### config.mk
export PLATFORM = sky130hd
export DESIGN_NAME = scl_loader
export DESIGN_NICKNAME = d
export VERILOG_FILES = /design/src/logic/scl_pkg.sv /design/src/logic/scl_loader.sv
export VERILOG_INCLUDE_DIRS = /design/src /design/src/logic
export SDC_FILE = /design/constraint.sdc
export NUM_CORES = 1
export LEC_CHECK = 0
export ABC_AREA = 1
export BUFFER_PORTS_ARGS = -buffer_cell sky130_fd_sc_hd__buf_2
export CORE_ASPECT_RATIO = 1.5
export CORE_MARGIN = 2
export CORE_UTILIZATION = 55
export DETAILED_ROUTE_END_ITERATION = 6
export GPL_ROUTABILITY_DRIVEN = 0
export GPL_TIMING_DRIVEN = 0
export PLACE_DENSITY_LB_ADDON = 0.3
export SLEW_MARGIN = 20
export SYNTH_ARGS = -nofsm -noshare
export SYNTH_HDL_FRONTEND = slang
export SYNTH_SLANG_ARGS = --single-unit
export TNS_END_PERCENT = 100
### constraint.sdc
create_clock -name mclk -period 3.8 [get_ports mclk]
set_input_delay 0.19 -clock mclk [delete_from_list [all_inputs] [get_ports mclk]]
set_output_delay 0.19 -clock mclk [all_outputs]
set_load 0.02 [all_outputs]
### src/logic/scl_defs.svh
// Offsets, field positions, reset values and timing counts of the start-up loader
`ifndef SCL_DEFS_SVH
`define SCL_DEFS_SVH
`define SCL_BOOT_SOURCE_CONFIG_ADDR 15'h0014
`define SCL_SOFT_RESTART_ADDR       15'h0017
`define SCL_SOFT_RESTART_BIT        6
`define SCL_OVERLAY_BIT             7
`define SCL_PAGE_SEL_HI             6
`define SCL_PAGE_SEL_LO             3
`define SCL_BOOT_SOURCE_RESET       8'h00
`define SCL_NUM_PAGES               9
`define SCL_SETTLE_CYCLES           8'h10
`define SCL_LOW_POWER_PAGE          4'h3
`endif

### src/logic/scl_pkg.sv
// Types shared by the start-up configuration loader
package scl_pkg;
	typedef enum logic [1:0] {
		SCL_LVL_LOW  = 2'h0,
		SCL_LVL_MID  = 2'h1,
		SCL_LVL_HIGH = 2'h2,
		SCL_LVL_BAD  = 2'h3
	} scl_level_t;

	typedef enum logic [5:0] {
		SCL_ST_WAIT    = 6'h01,
		SCL_ST_SETTLE  = 6'h02,
		SCL_ST_ROM     = 6'h04,
		SCL_ST_OVERLAY = 6'h08,
		SCL_ST_RUN     = 6'h10,
		SCL_ST_FAULT   = 6'h20
	} scl_state_t;

	// One complete register image; eeprom holds only the crystal/analog/output part
	typedef struct packed {
		logic [7:0]  digital_loop;
		logic [7:0]  frame_reference;
		logic [7:0]  gpio_cfg;
		logic [7:0]  crystal_ref;
		logic [7:0]  analog_loop;
		logic [15:0] out_enable;
		logic [15:0] out_from_frame_div;
	} scl_image_t;

	typedef struct packed {
		logic [7:0]  crystal_ref;
		logic [7:0]  analog_loop;
		logic [15:0] out_enable;
	} scl_overlay_t;

	// Register write port from the serial interface engine
	typedef struct packed {
		logic        wr;
		logic [14:0] addr;
		logic [7:0]  data;
	} scl_reg_wr_t;

	typedef struct packed {
		scl_state_t state;
		logic [7:0] count;
		logic       iface_spi;
		scl_level_t addr_level;
		scl_level_t strap_upper;
		scl_level_t strap_lower;
		logic [7:0] boot_source_config;
		logic [3:0] page;
		logic       page_valid;
		scl_image_t active;
		logic       loops_eligible;
		logic       boot_done;
	} scl_state_pack_t;
endpackage : scl_pkg

### src/logic/scl_loader.sv
// Start-up configuration loader: strap capture, rom page pick, eeprom overlay
`timescale 1ns/1ps
`include "scl_defs.svh"

// Operation
// - Interface strap sampled at power-on as two-level; picks serial interface.
// - Strap low: i2c client, address pin is three-level address select.
// - Strap high: spi, address pin acts as chip select.
// - Rom page from both page straps plus page-select field.
// - Page-select field comes from eeprom, factory default zero.
// - Rom pages are constants; no write can change them.
// - Field zero, two-level straps: LL0, LH1, HL2, HH3, upper first.
// - Page 3 is low power: all loops off, all outputs off.
// - Mid straps: LM4, ML5, MM6, MH7, HM8.
// - Eeprom never sets digital-loop, frame-ref or gpio settings.
// - Unsuitable digital-loop settings make analog loops lock to crystal.
// - Loop references eligible only after host configures digital loop.
// - Overlay enable is bit 7 of register 20, eeprom held, default 0.
// - Overlay off: rom page settings only.
// - Overlay on: eeprom overwrites crystal, analog-loop, output settings after rom.
// - Active register space kept apart from rom, eeprom and sram.
// - Each rom page is a complete register image.
// - Eeprom is a partial image, reprogrammable by the host.
// - Sram mirrors eeprom map and only stages eeprom programming.
// - Low-rate frame outputs are driven from the frame channel divider.
// - Configured-but-disabled and unconfigured channels stay disabled.
// - Power-on sequence starts when power-down pin goes high.
// - Soft restart bit 6 of register 23 reruns initialisation.
module scl_loader
	import scl_pkg::*;
#(
	parameter int SETTLE = 16
) (
	input  wire logic         mclk,
	input  wire logic         rst_n,
	input  wire logic         power_down_n_pin,
	input  wire logic         iface_select_strap,
	input  wire logic [1:0]   addr_or_chip_select_pin,
	input  wire logic [1:0]   page_strap_upper,
	input  wire logic [1:0]   page_strap_lower,
	input  wire logic [7:0]   eeprom_boot_source,
	input  wire scl_overlay_t eeprom_overlay,
	input  wire scl_reg_wr_t  reg_wr,
	input  wire logic         digital_loop_valid,
	output logic [7:0]        reg_rdata,
	output logic              iface_spi,
	output logic [1:0]        i2c_addr_lsb,
	output logic              spi_chip_select_n,
	output logic [3:0]        rom_page,
	output logic              page_invalid,
	output scl_image_t        active_config,
	output logic              lock_to_crystal,
	output logic              loops_eligible,
	output logic              boot_done,
	output logic              restart_pulse
);
	// Settle count lives in an eight-bit counter and must run at least once
	if (SETTLE < 1 || SETTLE > 255) begin : g_settle_range
		$error("SETTLE out of range");
	end

	////////////////////////////////////////////////////////////////////////////////
	// Pin synchronisers: only the second stage is read
	// A strap moving during capture may be seen a cycle late; it is only read once
	logic [7:0] sync1;
	logic [7:0] sync2;
	always_ff @(posedge mclk or negedge rst_n) begin
		if (!rst_n) begin
			sync1 <= 8'h00;
			sync2 <= 8'h00;
		end else begin
			sync1 <= {power_down_n_pin, iface_select_strap, addr_or_chip_select_pin,
				page_strap_upper, page_strap_lower};
			sync2 <= sync1;
		end
	end
	wire logic       pd_n_s  = sync2[7];
	wire logic       ifs_s   = sync2[6];
	wire logic [1:0] addr_s  = sync2[5:4];
	wire logic [1:0] upper_s = sync2[3:2];
	wire logic [1:0] lower_s = sync2[1:0];

	////////////////////////////////////////////////////////////////////////////////
	// Fixed rom images, constants only so nothing can write them
	function automatic scl_image_t rom_image(input logic [3:0] pg);
		scl_image_t im;
		im = '{8'h01, 8'h01, 8'h00, 8'h30, 8'h01, 16'hFFFF, 16'h0000};
		unique case (pg)
			4'h0: im = '{8'h01, 8'h01, 8'h00, 8'h30, 8'h07, 16'hFFFF, 16'h2A00};
			4'h1: im = '{8'h02, 8'h01, 8'h00, 8'h30, 8'h07, 16'h4048, 16'h2A81};
			4'h2: im = '{8'h02, 8'h01, 8'h00, 8'h30, 8'h07, 16'hD56E, 16'h2A91};
			// Low power: every loop and every output off
			4'h3: im = '{8'h00, 8'h00, 8'h00, 8'h26, 8'h00, 16'h0000, 16'h0000};
			// Two channels carry no frequency and stay off
			4'h4: im = '{8'h03, 8'h00, 8'h00, 8'h36, 8'h07, 16'h3FFF, 16'h0000};
			4'h5: im = '{8'h04, 8'h01, 8'h00, 8'h14, 8'h07, 16'h3FFF, 16'hAA80};
			4'h6: im = '{8'h04, 8'h01, 8'h00, 8'h30, 8'h07, 16'h207E, 16'h2A01};
			4'h7: im = '{8'h04, 8'h01, 8'h00, 8'h30, 8'h07, 16'h2FFF, 16'h2A81};
			4'h8: im = '{8'h05, 8'h01, 8'h00, 8'h30, 8'h07, 16'hFFFF, 16'h55A0};
			default: im = '{8'h00, 8'h00, 8'h00, 8'h30, 8'h00, 16'h0000, 16'h0000};
		endcase
		return im;
	endfunction : rom_image

	// Strap pair to page; 4'hF marks a combination with no page
	function automatic logic [3:0] strap_page(input scl_level_t up, input scl_level_t lo);
		logic [3:0] p;
		p = 4'hF;
		unique case ({up, lo})
			{SCL_LVL_LOW,  SCL_LVL_LOW }: p = 4'h0;
			{SCL_LVL_LOW,  SCL_LVL_HIGH}: p = 4'h1;
			{SCL_LVL_HIGH, SCL_LVL_LOW }: p = 4'h2;
			{SCL_LVL_HIGH, SCL_LVL_HIGH}: p = 4'h3;
			{SCL_LVL_LOW,  SCL_LVL_MID }: p = 4'h4;
			{SCL_LVL_MID,  SCL_LVL_LOW }: p = 4'h5;
			{SCL_LVL_MID,  SCL_LVL_MID }: p = 4'h6;
			{SCL_LVL_MID,  SCL_LVL_HIGH}: p = 4'h7;
			{SCL_LVL_HIGH, SCL_LVL_MID }: p = 4'h8;
			default: p = 4'hF;
		endcase
		return p;
	endfunction : strap_page

	// Pin code 00 low, 01 mid, 11 high, 10 illegal
	function automatic scl_level_t decode3(input logic [1:0] v);
		unique case (v)
			2'h0: return SCL_LVL_LOW;
			2'h1: return SCL_LVL_MID;
			2'h3: return SCL_LVL_HIGH;
			default: return SCL_LVL_BAD;
		endcase
	endfunction : decode3

	////////////////////////////////////////////////////////////////////////////////
	// State: one packed struct, one comb, one ff
	scl_state_pack_t st;
	scl_state_pack_t next_st;
	logic [4:0]      page_sum;
	logic [3:0]      strap_pg;
	logic            restart;

	// Soft restart write seen on the register port
	assign restart = reg_wr.wr && reg_wr.addr == `SCL_SOFT_RESTART_ADDR
		&& reg_wr.data[`SCL_SOFT_RESTART_BIT];

	// Page is strap page plus field; sums past the last page are refused
	// Five bits wide so a large field on a high strap page cannot wrap to a legal one
	assign strap_pg = strap_page(st.strap_upper, st.strap_lower);
	assign page_sum = {1'b0, strap_pg} + {1'b0,
		st.boot_source_config[`SCL_PAGE_SEL_HI:`SCL_PAGE_SEL_LO]};

	always_comb begin
		next_st = st;
		unique case (st.state)
			SCL_ST_WAIT: begin
				// Sequence starts once power-down is released
				if (pd_n_s) begin
					next_st.state = SCL_ST_SETTLE;
					next_st.count = 8'(SETTLE);
				end
			end
			SCL_ST_SETTLE: begin
				if (st.count == 8'h01) begin
					// Straps captured once here and then held
					next_st.iface_spi   = ifs_s;
					next_st.addr_level  = decode3(addr_s);
					next_st.strap_upper = decode3(upper_s);
					next_st.strap_lower = decode3(lower_s);
					// Field loaded from eeprom copy
					next_st.boot_source_config = eeprom_boot_source;
					next_st.state = SCL_ST_ROM;
				end else begin
					next_st.count = st.count - 8'h01;
				end
			end
			SCL_ST_ROM: begin
				if (strap_pg == 4'hF || page_sum >= 5'(`SCL_NUM_PAGES)) begin
					next_st.page_valid = 1'b0;
					next_st.state = SCL_ST_FAULT;
				end else begin
					next_st.page       = page_sum[3:0];
					next_st.page_valid = 1'b1;
					next_st.active     = rom_image(page_sum[3:0]);
					// Overlay bit picks the overlay pass
					next_st.state = st.boot_source_config[`SCL_OVERLAY_BIT] ?
						SCL_ST_OVERLAY : SCL_ST_RUN;
				end
			end
			SCL_ST_OVERLAY: begin
				// Only the partial image is replaced
				// Only committed eeprom copies feed this; the sram staging area never does
				next_st.active.crystal_ref = eeprom_overlay.crystal_ref;
				next_st.active.analog_loop = eeprom_overlay.analog_loop;
				next_st.active.out_enable  = eeprom_overlay.out_enable;
				next_st.state = SCL_ST_RUN;
			end
			SCL_ST_RUN: begin
				next_st.boot_done = 1'b1;
				// Host rewrites active copies only
				if (reg_wr.wr && reg_wr.addr == `SCL_BOOT_SOURCE_CONFIG_ADDR)
					next_st.boot_source_config = reg_wr.data;
				// Digital loop becomes a lock source only once configured
				if (digital_loop_valid)
					next_st.loops_eligible = 1'b1;
			end
			SCL_ST_FAULT: begin
				next_st.boot_done = 1'b1;
			end
			default: next_st.state = SCL_ST_WAIT;
		endcase
		// Restart reruns loading but keeps straps
		// A restart while booting is dropped; that boot reloads everything anyway
		if (restart && (st.state == SCL_ST_RUN || st.state == SCL_ST_FAULT)) begin
			next_st.state = SCL_ST_ROM;
			next_st.boot_source_config = eeprom_boot_source;
			next_st.boot_done = 1'b0;
			next_st.loops_eligible = 1'b0;
		end
		// Power-down wins, even over a restart in the same cycle
		if (!pd_n_s) begin
			next_st.state = SCL_ST_WAIT;
			next_st.boot_done = 1'b0;
			next_st.loops_eligible = 1'b0;
		end
	end

	always_ff @(posedge mclk or negedge rst_n) begin
		if (!rst_n) begin
			st <= '{SCL_ST_WAIT, 8'h00, 1'b0, SCL_LVL_LOW, SCL_LVL_LOW, SCL_LVL_LOW,
				`SCL_BOOT_SOURCE_RESET, 4'h0, 1'b0, '0, 1'b0, 1'b0};
		end else begin
			st <= next_st;
		end
	end

	////////////////////////////////////////////////////////////////////////////////
	// Outputs
	assign iface_spi         = st.iface_spi;
	// Address pin meaning follows the captured strap
	assign i2c_addr_lsb      = st.iface_spi ? 2'h0 :
		(st.addr_level == SCL_LVL_MID ? 2'h2 : st.addr_level == SCL_LVL_HIGH ? 2'h1 : 2'h0);
	// Chip select follows the live pin once spi is chosen; only the mode is captured
	assign spi_chip_select_n = st.iface_spi ? addr_s[0] : 1'b1;
	assign rom_page          = st.page;
	assign page_invalid      = st.state == SCL_ST_FAULT;
	// Frame divider routing travels inside the image
	assign active_config     = st.active;
	// Without a configured digital loop the analog loops use the crystal
	assign lock_to_crystal   = !st.loops_eligible;
	assign loops_eligible    = st.loops_eligible;
	assign boot_done         = st.boot_done;
	assign restart_pulse     = restart;
	assign reg_rdata         = st.boot_source_config;

	////////////////////////////////////////////////////////////////////////////////
	// Checks
	// Checked right after the rom load, before any overlay may replace the outputs
	chk_low_power_page: assert property (@(posedge mclk) disable iff (!rst_n)
		st.state == SCL_ST_ROM && strap_pg != 4'hF && page_sum == {1'b0, `SCL_LOW_POWER_PAGE}
		|=> active_config.out_enable == 16'h0000 && active_config.analog_loop == 8'h00
		&& active_config.digital_loop == 8'h00)
		else $error("low power page has outputs on");

	chk_overlay_path: assert property (@(posedge mclk) disable iff (!rst_n)
		st.state == SCL_ST_ROM && next_st.state == SCL_ST_OVERLAY |=> ##1
		active_config.analog_loop == $past(eeprom_overlay.analog_loop))
		else $error("overlay not applied");

	chk_overlay_keeps: assert property (@(posedge mclk) disable iff (!rst_n)
		st.state == SCL_ST_OVERLAY |=> $stable(active_config.digital_loop)
		&& $stable(active_config.gpio_cfg) && $stable(active_config.frame_reference))
		else $error("overlay touched rom-only settings");

	chk_no_overlay: assert property (@(posedge mclk) disable iff (!rst_n)
		st.state == SCL_ST_ROM && !st.boot_source_config[7] && next_st.page_valid
		|=> st.state == SCL_ST_RUN)
		else $error("overlay taken while disabled");

	chk_strap_held: assert property (@(posedge mclk) disable iff (!rst_n)
		st.state == SCL_ST_RUN |=> $stable(iface_spi) && $stable(st.strap_upper))
		else $error("strap capture changed");

	chk_page_pick: assert property (@(posedge mclk) disable iff (!rst_n)
		st.state == SCL_ST_ROM && st.boot_source_config[6:3] == 4'h0
		&& st.strap_upper == SCL_LVL_HIGH && st.strap_lower == SCL_LVL_LOW |=> rom_page == 4'h2)
		else $error("wrong page for high/low");

	chk_mid_page: assert property (@(posedge mclk) disable iff (!rst_n)
		st.state == SCL_ST_ROM && st.boot_source_config[6:3] == 4'h0
		&& st.strap_upper == SCL_LVL_MID && st.strap_lower == SCL_LVL_MID |=> rom_page == 4'h6)
		else $error("wrong page for mid/mid");

	chk_restart: assert property (@(posedge mclk) disable iff (!rst_n)
		restart && st.state == SCL_ST_RUN && pd_n_s |=> st.state == SCL_ST_ROM ##1 !boot_done)
		else $error("restart ignored");

	chk_crystal: assert property (@(posedge mclk) disable iff (!rst_n)
		!digital_loop_valid && !loops_eligible |=> lock_to_crystal)
		else $error("locked without digital loop");

	chk_fault_no_load: assert property (@(posedge mclk) disable iff (!rst_n)
		st.state == SCL_ST_ROM && (strap_pg == 4'hF || page_sum >= 5'(`SCL_NUM_PAGES))
		|=> $stable(active_config) && !boot_done)
		else $error("invalid page selection loaded");

	chk_field_capture: assert property (@(posedge mclk) disable iff (!rst_n)
		st.state == SCL_ST_SETTLE && st.count == 8'h01
		|=> reg_rdata == $past(eeprom_boot_source))
		else $error("boot source field not taken from eeprom");

	chk_host_write: assert property (@(posedge mclk) disable iff (!rst_n)
		st.state == SCL_ST_RUN && reg_wr.wr && reg_wr.addr == `SCL_BOOT_SOURCE_CONFIG_ADDR
		|=> reg_rdata == $past(reg_wr.data))
		else $error("host write to boot source lost");

	chk_eligible_cfg: assert property (@(posedge mclk) disable iff (!rst_n)
		$rose(loops_eligible) |-> $past(digital_loop_valid))
		else $error("loops eligible without configuration");

	chk_pd_holds: assert property (@(posedge mclk) disable iff (!rst_n)
		!pd_n_s |=> st.state == SCL_ST_WAIT && !boot_done)
		else $error("boot ran while powered down");

	chk_restart_field: assert property (@(posedge mclk) disable iff (!rst_n)
		restart && st.state == SCL_ST_RUN && pd_n_s |=> reg_rdata == $past(eeprom_boot_source))
		else $error("restart did not reload the boot source field");

	// Main scenarios that the bench should reach
	cov_overlay: cover property (@(posedge mclk) st.state == SCL_ST_OVERLAY);
	cov_fault: cover property (@(posedge mclk) st.state == SCL_ST_FAULT);
	cov_spi: cover property (@(posedge mclk) boot_done && iface_spi);
	cov_restart: cover property (@(posedge mclk) restart && st.state == SCL_ST_RUN);
	cov_mid_page: cover property (@(posedge mclk) st.state == SCL_ST_RUN && st.page == 4'h6);
endmodule : scl_loader

==> metrics.txt <==
# TYPE chip_impl_metric gauge
chip_impl_info{name="min-delay-path-class",value="primary input to register"} 1
chip_impl_metric{name="synthXorXnorAreaFrac",unit=""} 0.006341
chip_impl_metric{name="power.density",unit="nW/µm²"} 869.3
chip_impl_info{name="cts-root-buf",value="sky130_fd_sc_hd__clkbuf_16"} 1
chip_impl_metric{name="filler_cell_count",unit=""} 796
chip_impl_metric{name="drt-vias-per-instance",unit=""} 5.042
chip_impl_metric{name="post-cts-setup-buffers",unit=""} 0
chip_impl_metric{name="globalRouteMet3Util",unit=""} 0.05010
chip_impl_metric{name="static-leakage-power",unit="nW"} 3.733
chip_impl_metric{name="final_antenna_net_count",unit=""} 0
chip_impl_metric{name="finish.cell_count_without_fillers",unit=""} 978
chip_impl_metric{name="synth_compound_gate_area_share",unit=""} 0.04846
chip_impl_metric{name="grt_first_pass_wirelength",unit="µm"} 21440
chip_impl_metric{name="synth_simple_gate_area_frac",unit=""} 0.3120
chip_impl_metric{name="die-area",unit="µm²"} 10880
chip_impl_metric{name="numCtsBuffers",unit=""} 9
chip_impl_metric{name="worst-endpoint-arrival",unit="ns"} 3.23
chip_impl_metric{name="final.period_utilization",unit=""} 0.7796
chip_impl_metric{name="finalWorstPathRequiredPeriod",unit="ns"} 2.963
chip_impl_metric{name="coreArea",unit="µm²"} 9744
chip_impl_metric{name="ioPinCount",unit=""} 168
chip_impl_metric{name="skew",unit="ns"} 0.005801
chip_impl_metric{name="number_of_failing_setup_endpoints_in_the_final_timing_report",unit=""} 0
chip_impl_info{name="synth_top_family_by_area",value="simple AND/OR/NAND/NOR gates"} 1
chip_impl_metric{name="slew_headroom",unit=""} 0.5986
chip_impl_metric{name="grt_util_all_layers",unit=""} 0.2471
chip_impl_metric{name="synth_async_sr_flop_share",unit=""} 1.000
chip_impl_metric{name="worst_pin_slew",unit="ns"} 0.6020
chip_impl_metric{name="final_hold_viol_count",unit=""} 0
chip_impl_metric{name="maxCapViolations",unit=""} 0
chip_impl_metric{name="synth_area_per_inst",unit="µm²"} 8.234
chip_impl_metric{name="synth_sequential_area_ratio",unit=""} 0.4214
chip_impl_metric{name="hold_buffers",unit=""} 9
chip_impl_metric{name="first_iter_violations",unit=""} 279
chip_impl_metric{name="sum_of_internal_switching_and_leakage_power",unit="mW"} 5.971
chip_impl_metric{name="maximum_number_of_pins_on_one_net_before_global_route_repair",unit=""} 49
chip_impl_metric{name="max_slew_vio_count",unit=""} 0
chip_impl_metric{name="globalRoute.totalOverflow",unit=""} 0
chip_impl_metric{name="route.detailed.wl_per_inst",unit="µm"} 13.06
chip_impl_metric{name="chip_height",unit="µm"} 126.8
chip_impl_metric{name="total_of_flip_flops_plus_latches_after_synthesis",unit=""} 93
chip_impl_info{name="global_route.peak_usage_layer",value="met2"} 1
chip_impl_metric{name="worstPathMaxFanout",unit=""} 10
chip_impl_metric{name="use_met2",unit=""} 0.4508
chip_impl_metric{name="row_count",unit=""} 44
chip_impl_metric{name="number_of_antenna_violations_at_the_first_check_in_global_routing",unit=""} 0
chip_impl_metric{name="required",unit="ns"} 4.06
chip_impl_metric{name="gr-usage-met1",unit=""} 0.2674
chip_impl_metric{name="yosysWarnings",unit=""} 0
chip_impl_metric{name="final_layout_size_suffix_gt1_frac",unit=""} 0.3488
chip_impl_metric{name="layout-area-overhead-vs-synth",unit="%"} 24.32
chip_impl_metric{name="vias_after_detailed_routing",unit=""} 4931
chip_impl_info{name="cp_class",value="register to register"} 1
chip_impl_metric{name="synth.cell_area",unit="µm²"} 5525
chip_impl_metric{name="synth_cells",unit=""} 671
chip_impl_metric{name="place_hpwl",unit="µm"} 9873
chip_impl_metric{name="htree_levels",unit=""} 3
chip_impl_metric{name="worst_ir_drop_vdd",unit="V"} 0.0003423
chip_impl_metric{name="count_of_flip_flops_with_a_built_in_enable_after_synthesis",unit=""} 0
chip_impl_metric{name="post_cts.resized_instances",unit=""} 0
chip_impl_info{name="status",value="finished, violations left"} 1
chip_impl_metric{name="nets",unit=""} 952
chip_impl_info{name="worst_setup_path_end_kind",value="register"} 1
chip_impl_metric{name="post-place-cells",unit=""} 953
chip_impl_metric{name="clk-insertion-delay-late",unit="ns"} 0.35
chip_impl_metric{name="insertedDiodeCount",unit=""} 0
chip_impl_info{name="critical_path.startpoint_type",value="register"} 1
chip_impl_metric{name="max_clock_freq",unit="MHz"} 337.5
chip_impl_metric{name="starting_density_of_the_core",unit=""} 0.5670
chip_impl_info{name="rsz0062_at_grt",value="no"} 1
chip_impl_metric{name="post_synth_mux_area_share",unit=""} 0
chip_impl_metric{name="place.port_buffers",unit=""} 143
chip_impl_metric{name="clk_transition_reported_paths",unit="ns"} 0.07
chip_impl_metric{name="firstDrtPassIters",unit=""} 7
chip_impl_info{name="synth_ff_type",value="sky130_fd_sc_hd__dfrtp_1"} 1
chip_impl_metric{name="fin_tns_setup",unit="ns"} 0
chip_impl_metric{name="first_global_vias",unit=""} 4901
chip_impl_info{name="tritoncts_clock_tree",value="built"} 1
chip_impl_metric{name="synth_cell_type_count",unit=""} 41
chip_impl_info{name="failed_checks",value="DRC"} 1
chip_impl_metric{name="horizontal_die_dimension",unit="µm"} 85.84
chip_impl_metric{name="route.detailed.drc",unit=""} 11
chip_impl_metric{name="numClockSinks",unit=""} 93
chip_impl_metric{name="cts_buffer_depth",unit=""} 2
chip_impl_metric{name="wirelength",unit="µm"} 12780
chip_impl_metric{name="adder_cell_share_of_the_synthesized_area",unit=""} 0.04438
## final cells by class
class                           count  area (µm²)  area share
Buffer                            101       740.7      0.1078
Clock buffer                       10       229.0     0.03333
Clock inverter                      6       48.80    0.007104
Inverter                           48       180.2     0.02623
Multi-Input combinational cell    452        2362      0.3439
Sequential cell                    93        2328      0.3390
Tap cell                          115       143.9     0.02095
Timing Repair Buffer              153       835.8      0.1217
## final timing paths
| path | depth (start not counted) | end | slack, ns | from |
|---|---|---|---|---|
| max | 17 | st[105]$_DFFE_PN0P_ | 0.84 | st[90]$_DFFE_PN0P_ |
| min | 3 | active_config[40]$_DFFE_PN0P_ | 0.05 | eeprom_overlay[24] |
| max reg2reg | 17 | st[105]$_DFFE_PN0P_ | 0.84 | st[90]$_DFFE_PN0P_ |
| min reg2reg | 0 | sync2[1]$_DFF_PN0_ | 0.35 | sync1[1]$_DFF_PN0_ |
| max in group asynchronous | 3 | active_config[38]$_DFFE_PN0P_ | 2.77 | rst_n |
| min in group asynchronous | 2 | rom_page[2]$_DFFE_PN0P_ | 0.40 | rst_n |
## logic make-up after synthesis
logic type               count (synthesis)
AO/OA/AOI/OAI                           46
flip-flops                              93
other                                    1
XOR/XNOR                                 4
AND/OR/NAND/NOR                        359
adder cells (fa/ha/maj)                 19
buffers and inverters                  149
## layer usage
metal / share of wire / up-vias
met5: 0 / -
met4: 0.036 / 0
met3: 0.041 / 41
met2: 0.56 / 144
met1: 0.36 / 2309
li1: - / 2437
## sequential cells by signal, indices dropped and copies added, names as in the netlist
name	flops
active_config	42
st	20
reg_rdata	8
sync1	8
sync2	8
rom_page	4
boot_done	1
iface_spi	1
loops_eligible	1
## through the flow
step / instance area (µm²) / hold WS (ns) / utilization / setup slack, ns
after floorplan: 5612 / -0.1056 / - / 1.233
after global placement: 6471 / 0.2978 / 0.6641 / 0.9345
after detailed placement: 6501 / 0.2379 / 0.6672 / 0.8534
after CTS: 6869 / 0.03397 / 0.7049 / 0.8402
after global routing: 6869 / 0.05322 / 0.7049 / 0.6740
final: 6869 / 0.05034 / 0.7049 / 0.8374
## power by group
part	total [mW]	switching (mW)	internal, mW
Sequential	1.56	0.231	1.33
Clock	0.841	0.392	0.449
Combinational	3.57	2.15	1.42
Total	5.97	2.77	3.20
## worst max-delay path, cell delays in order (launching register included)
cell	delay, ns
sky130_fd_sc_hd__dfrtp_1	0.39
sky130_fd_sc_hd__inv_1	0.09
sky130_fd_sc_hd__a31o_2	0.24
sky130_fd_sc_hd__inv_1	0.09
sky130_fd_sc_hd__ha_1	0.19
sky130_fd_sc_hd__inv_1	0.07
sky130_fd_sc_hd__fa_1	0.54
sky130_fd_sc_hd__ha_1	0.22
sky130_fd_sc_hd__inv_1	0.07
sky130_fd_sc_hd__nand2_1	0.05
sky130_fd_sc_hd__nor2_1	0.08
sky130_fd_sc_hd__nand2_1	0.09
sky130_fd_sc_hd__nand3_4	0.14
sky130_fd_sc_hd__nand2_4	0.07
sky130_fd_sc_hd__nor2_4	0.17
sky130_fd_sc_hd__buf_6	0.19
sky130_fd_sc_hd__nand2_2	0.07
sky130_fd_sc_hd__nor3_2	0.12
## layout by cell type (no fill, tap or decap), drive strengths merged, types with 2 or more instances in the layout
cell type,instances
nand2,177
nor2,56
inv,49
xor2,3
clkinv,5
nand3b,2
or2,4
nand4,14
dlygate4sd3,9
a31o,2
clkbuf,16
dfrtp,92
o21ai,35
nand3,104
buf,239
ha,18
nor3,2
a21oi,7
conb,24
## synthesized netlist by cell type, types with 2 or more instances
cell type | instances | area, µm²
sky130_fd_sc_hd__buf_6 | 3 | 33.78
sky130_fd_sc_hd__xor2_1 | 3 | 26.28
sky130_fd_sc_hd__inv_1 | 44 | 165.2
sky130_fd_sc_hd__nand4_1 | 13 | 81.33
sky130_fd_sc_hd__ha_1 | 18 | 225.2
sky130_fd_sc_hd__or2_2 | 3 | 18.77
sky130_fd_sc_hd__inv_2 | 4 | 15.01
sky130_fd_sc_hd__nor2_4 | 3 | 33.78
sky130_fd_sc_hd__nand2_1 | 166 | 623.1
sky130_fd_sc_hd__buf_4 | 90 | 675.7
sky130_fd_sc_hd__dfrtp_1 | 92 | 2302
sky130_fd_sc_hd__a21oi_1 | 4 | 20.02
sky130_fd_sc_hd__nand3_2 | 11 | 110.1
sky130_fd_sc_hd__o21ai_2 | 2 | 17.52
sky130_fd_sc_hd__clkbuf_1 | 6 | 22.52
sky130_fd_sc_hd__nor2_2 | 3 | 18.77
sky130_fd_sc_hd__nand3b_1 | 2 | 15.01
sky130_fd_sc_hd__nor2_1 | 49 | 183.9
sky130_fd_sc_hd__nand3_1 | 90 | 450.4
sky130_fd_sc_hd__a21oi_2 | 2 | 17.52
sky130_fd_sc_hd__nand2_2 | 10 | 62.56
sky130_fd_sc_hd__o21ai_0 | 23 | 115.1
sky130_fd_sc_hd__o21ai_1 | 10 | 50.05
sky130_fd_sc_hd__nand3_4 | 3 | 52.55
No activity file was read; power rests on OpenSTA's default activity.
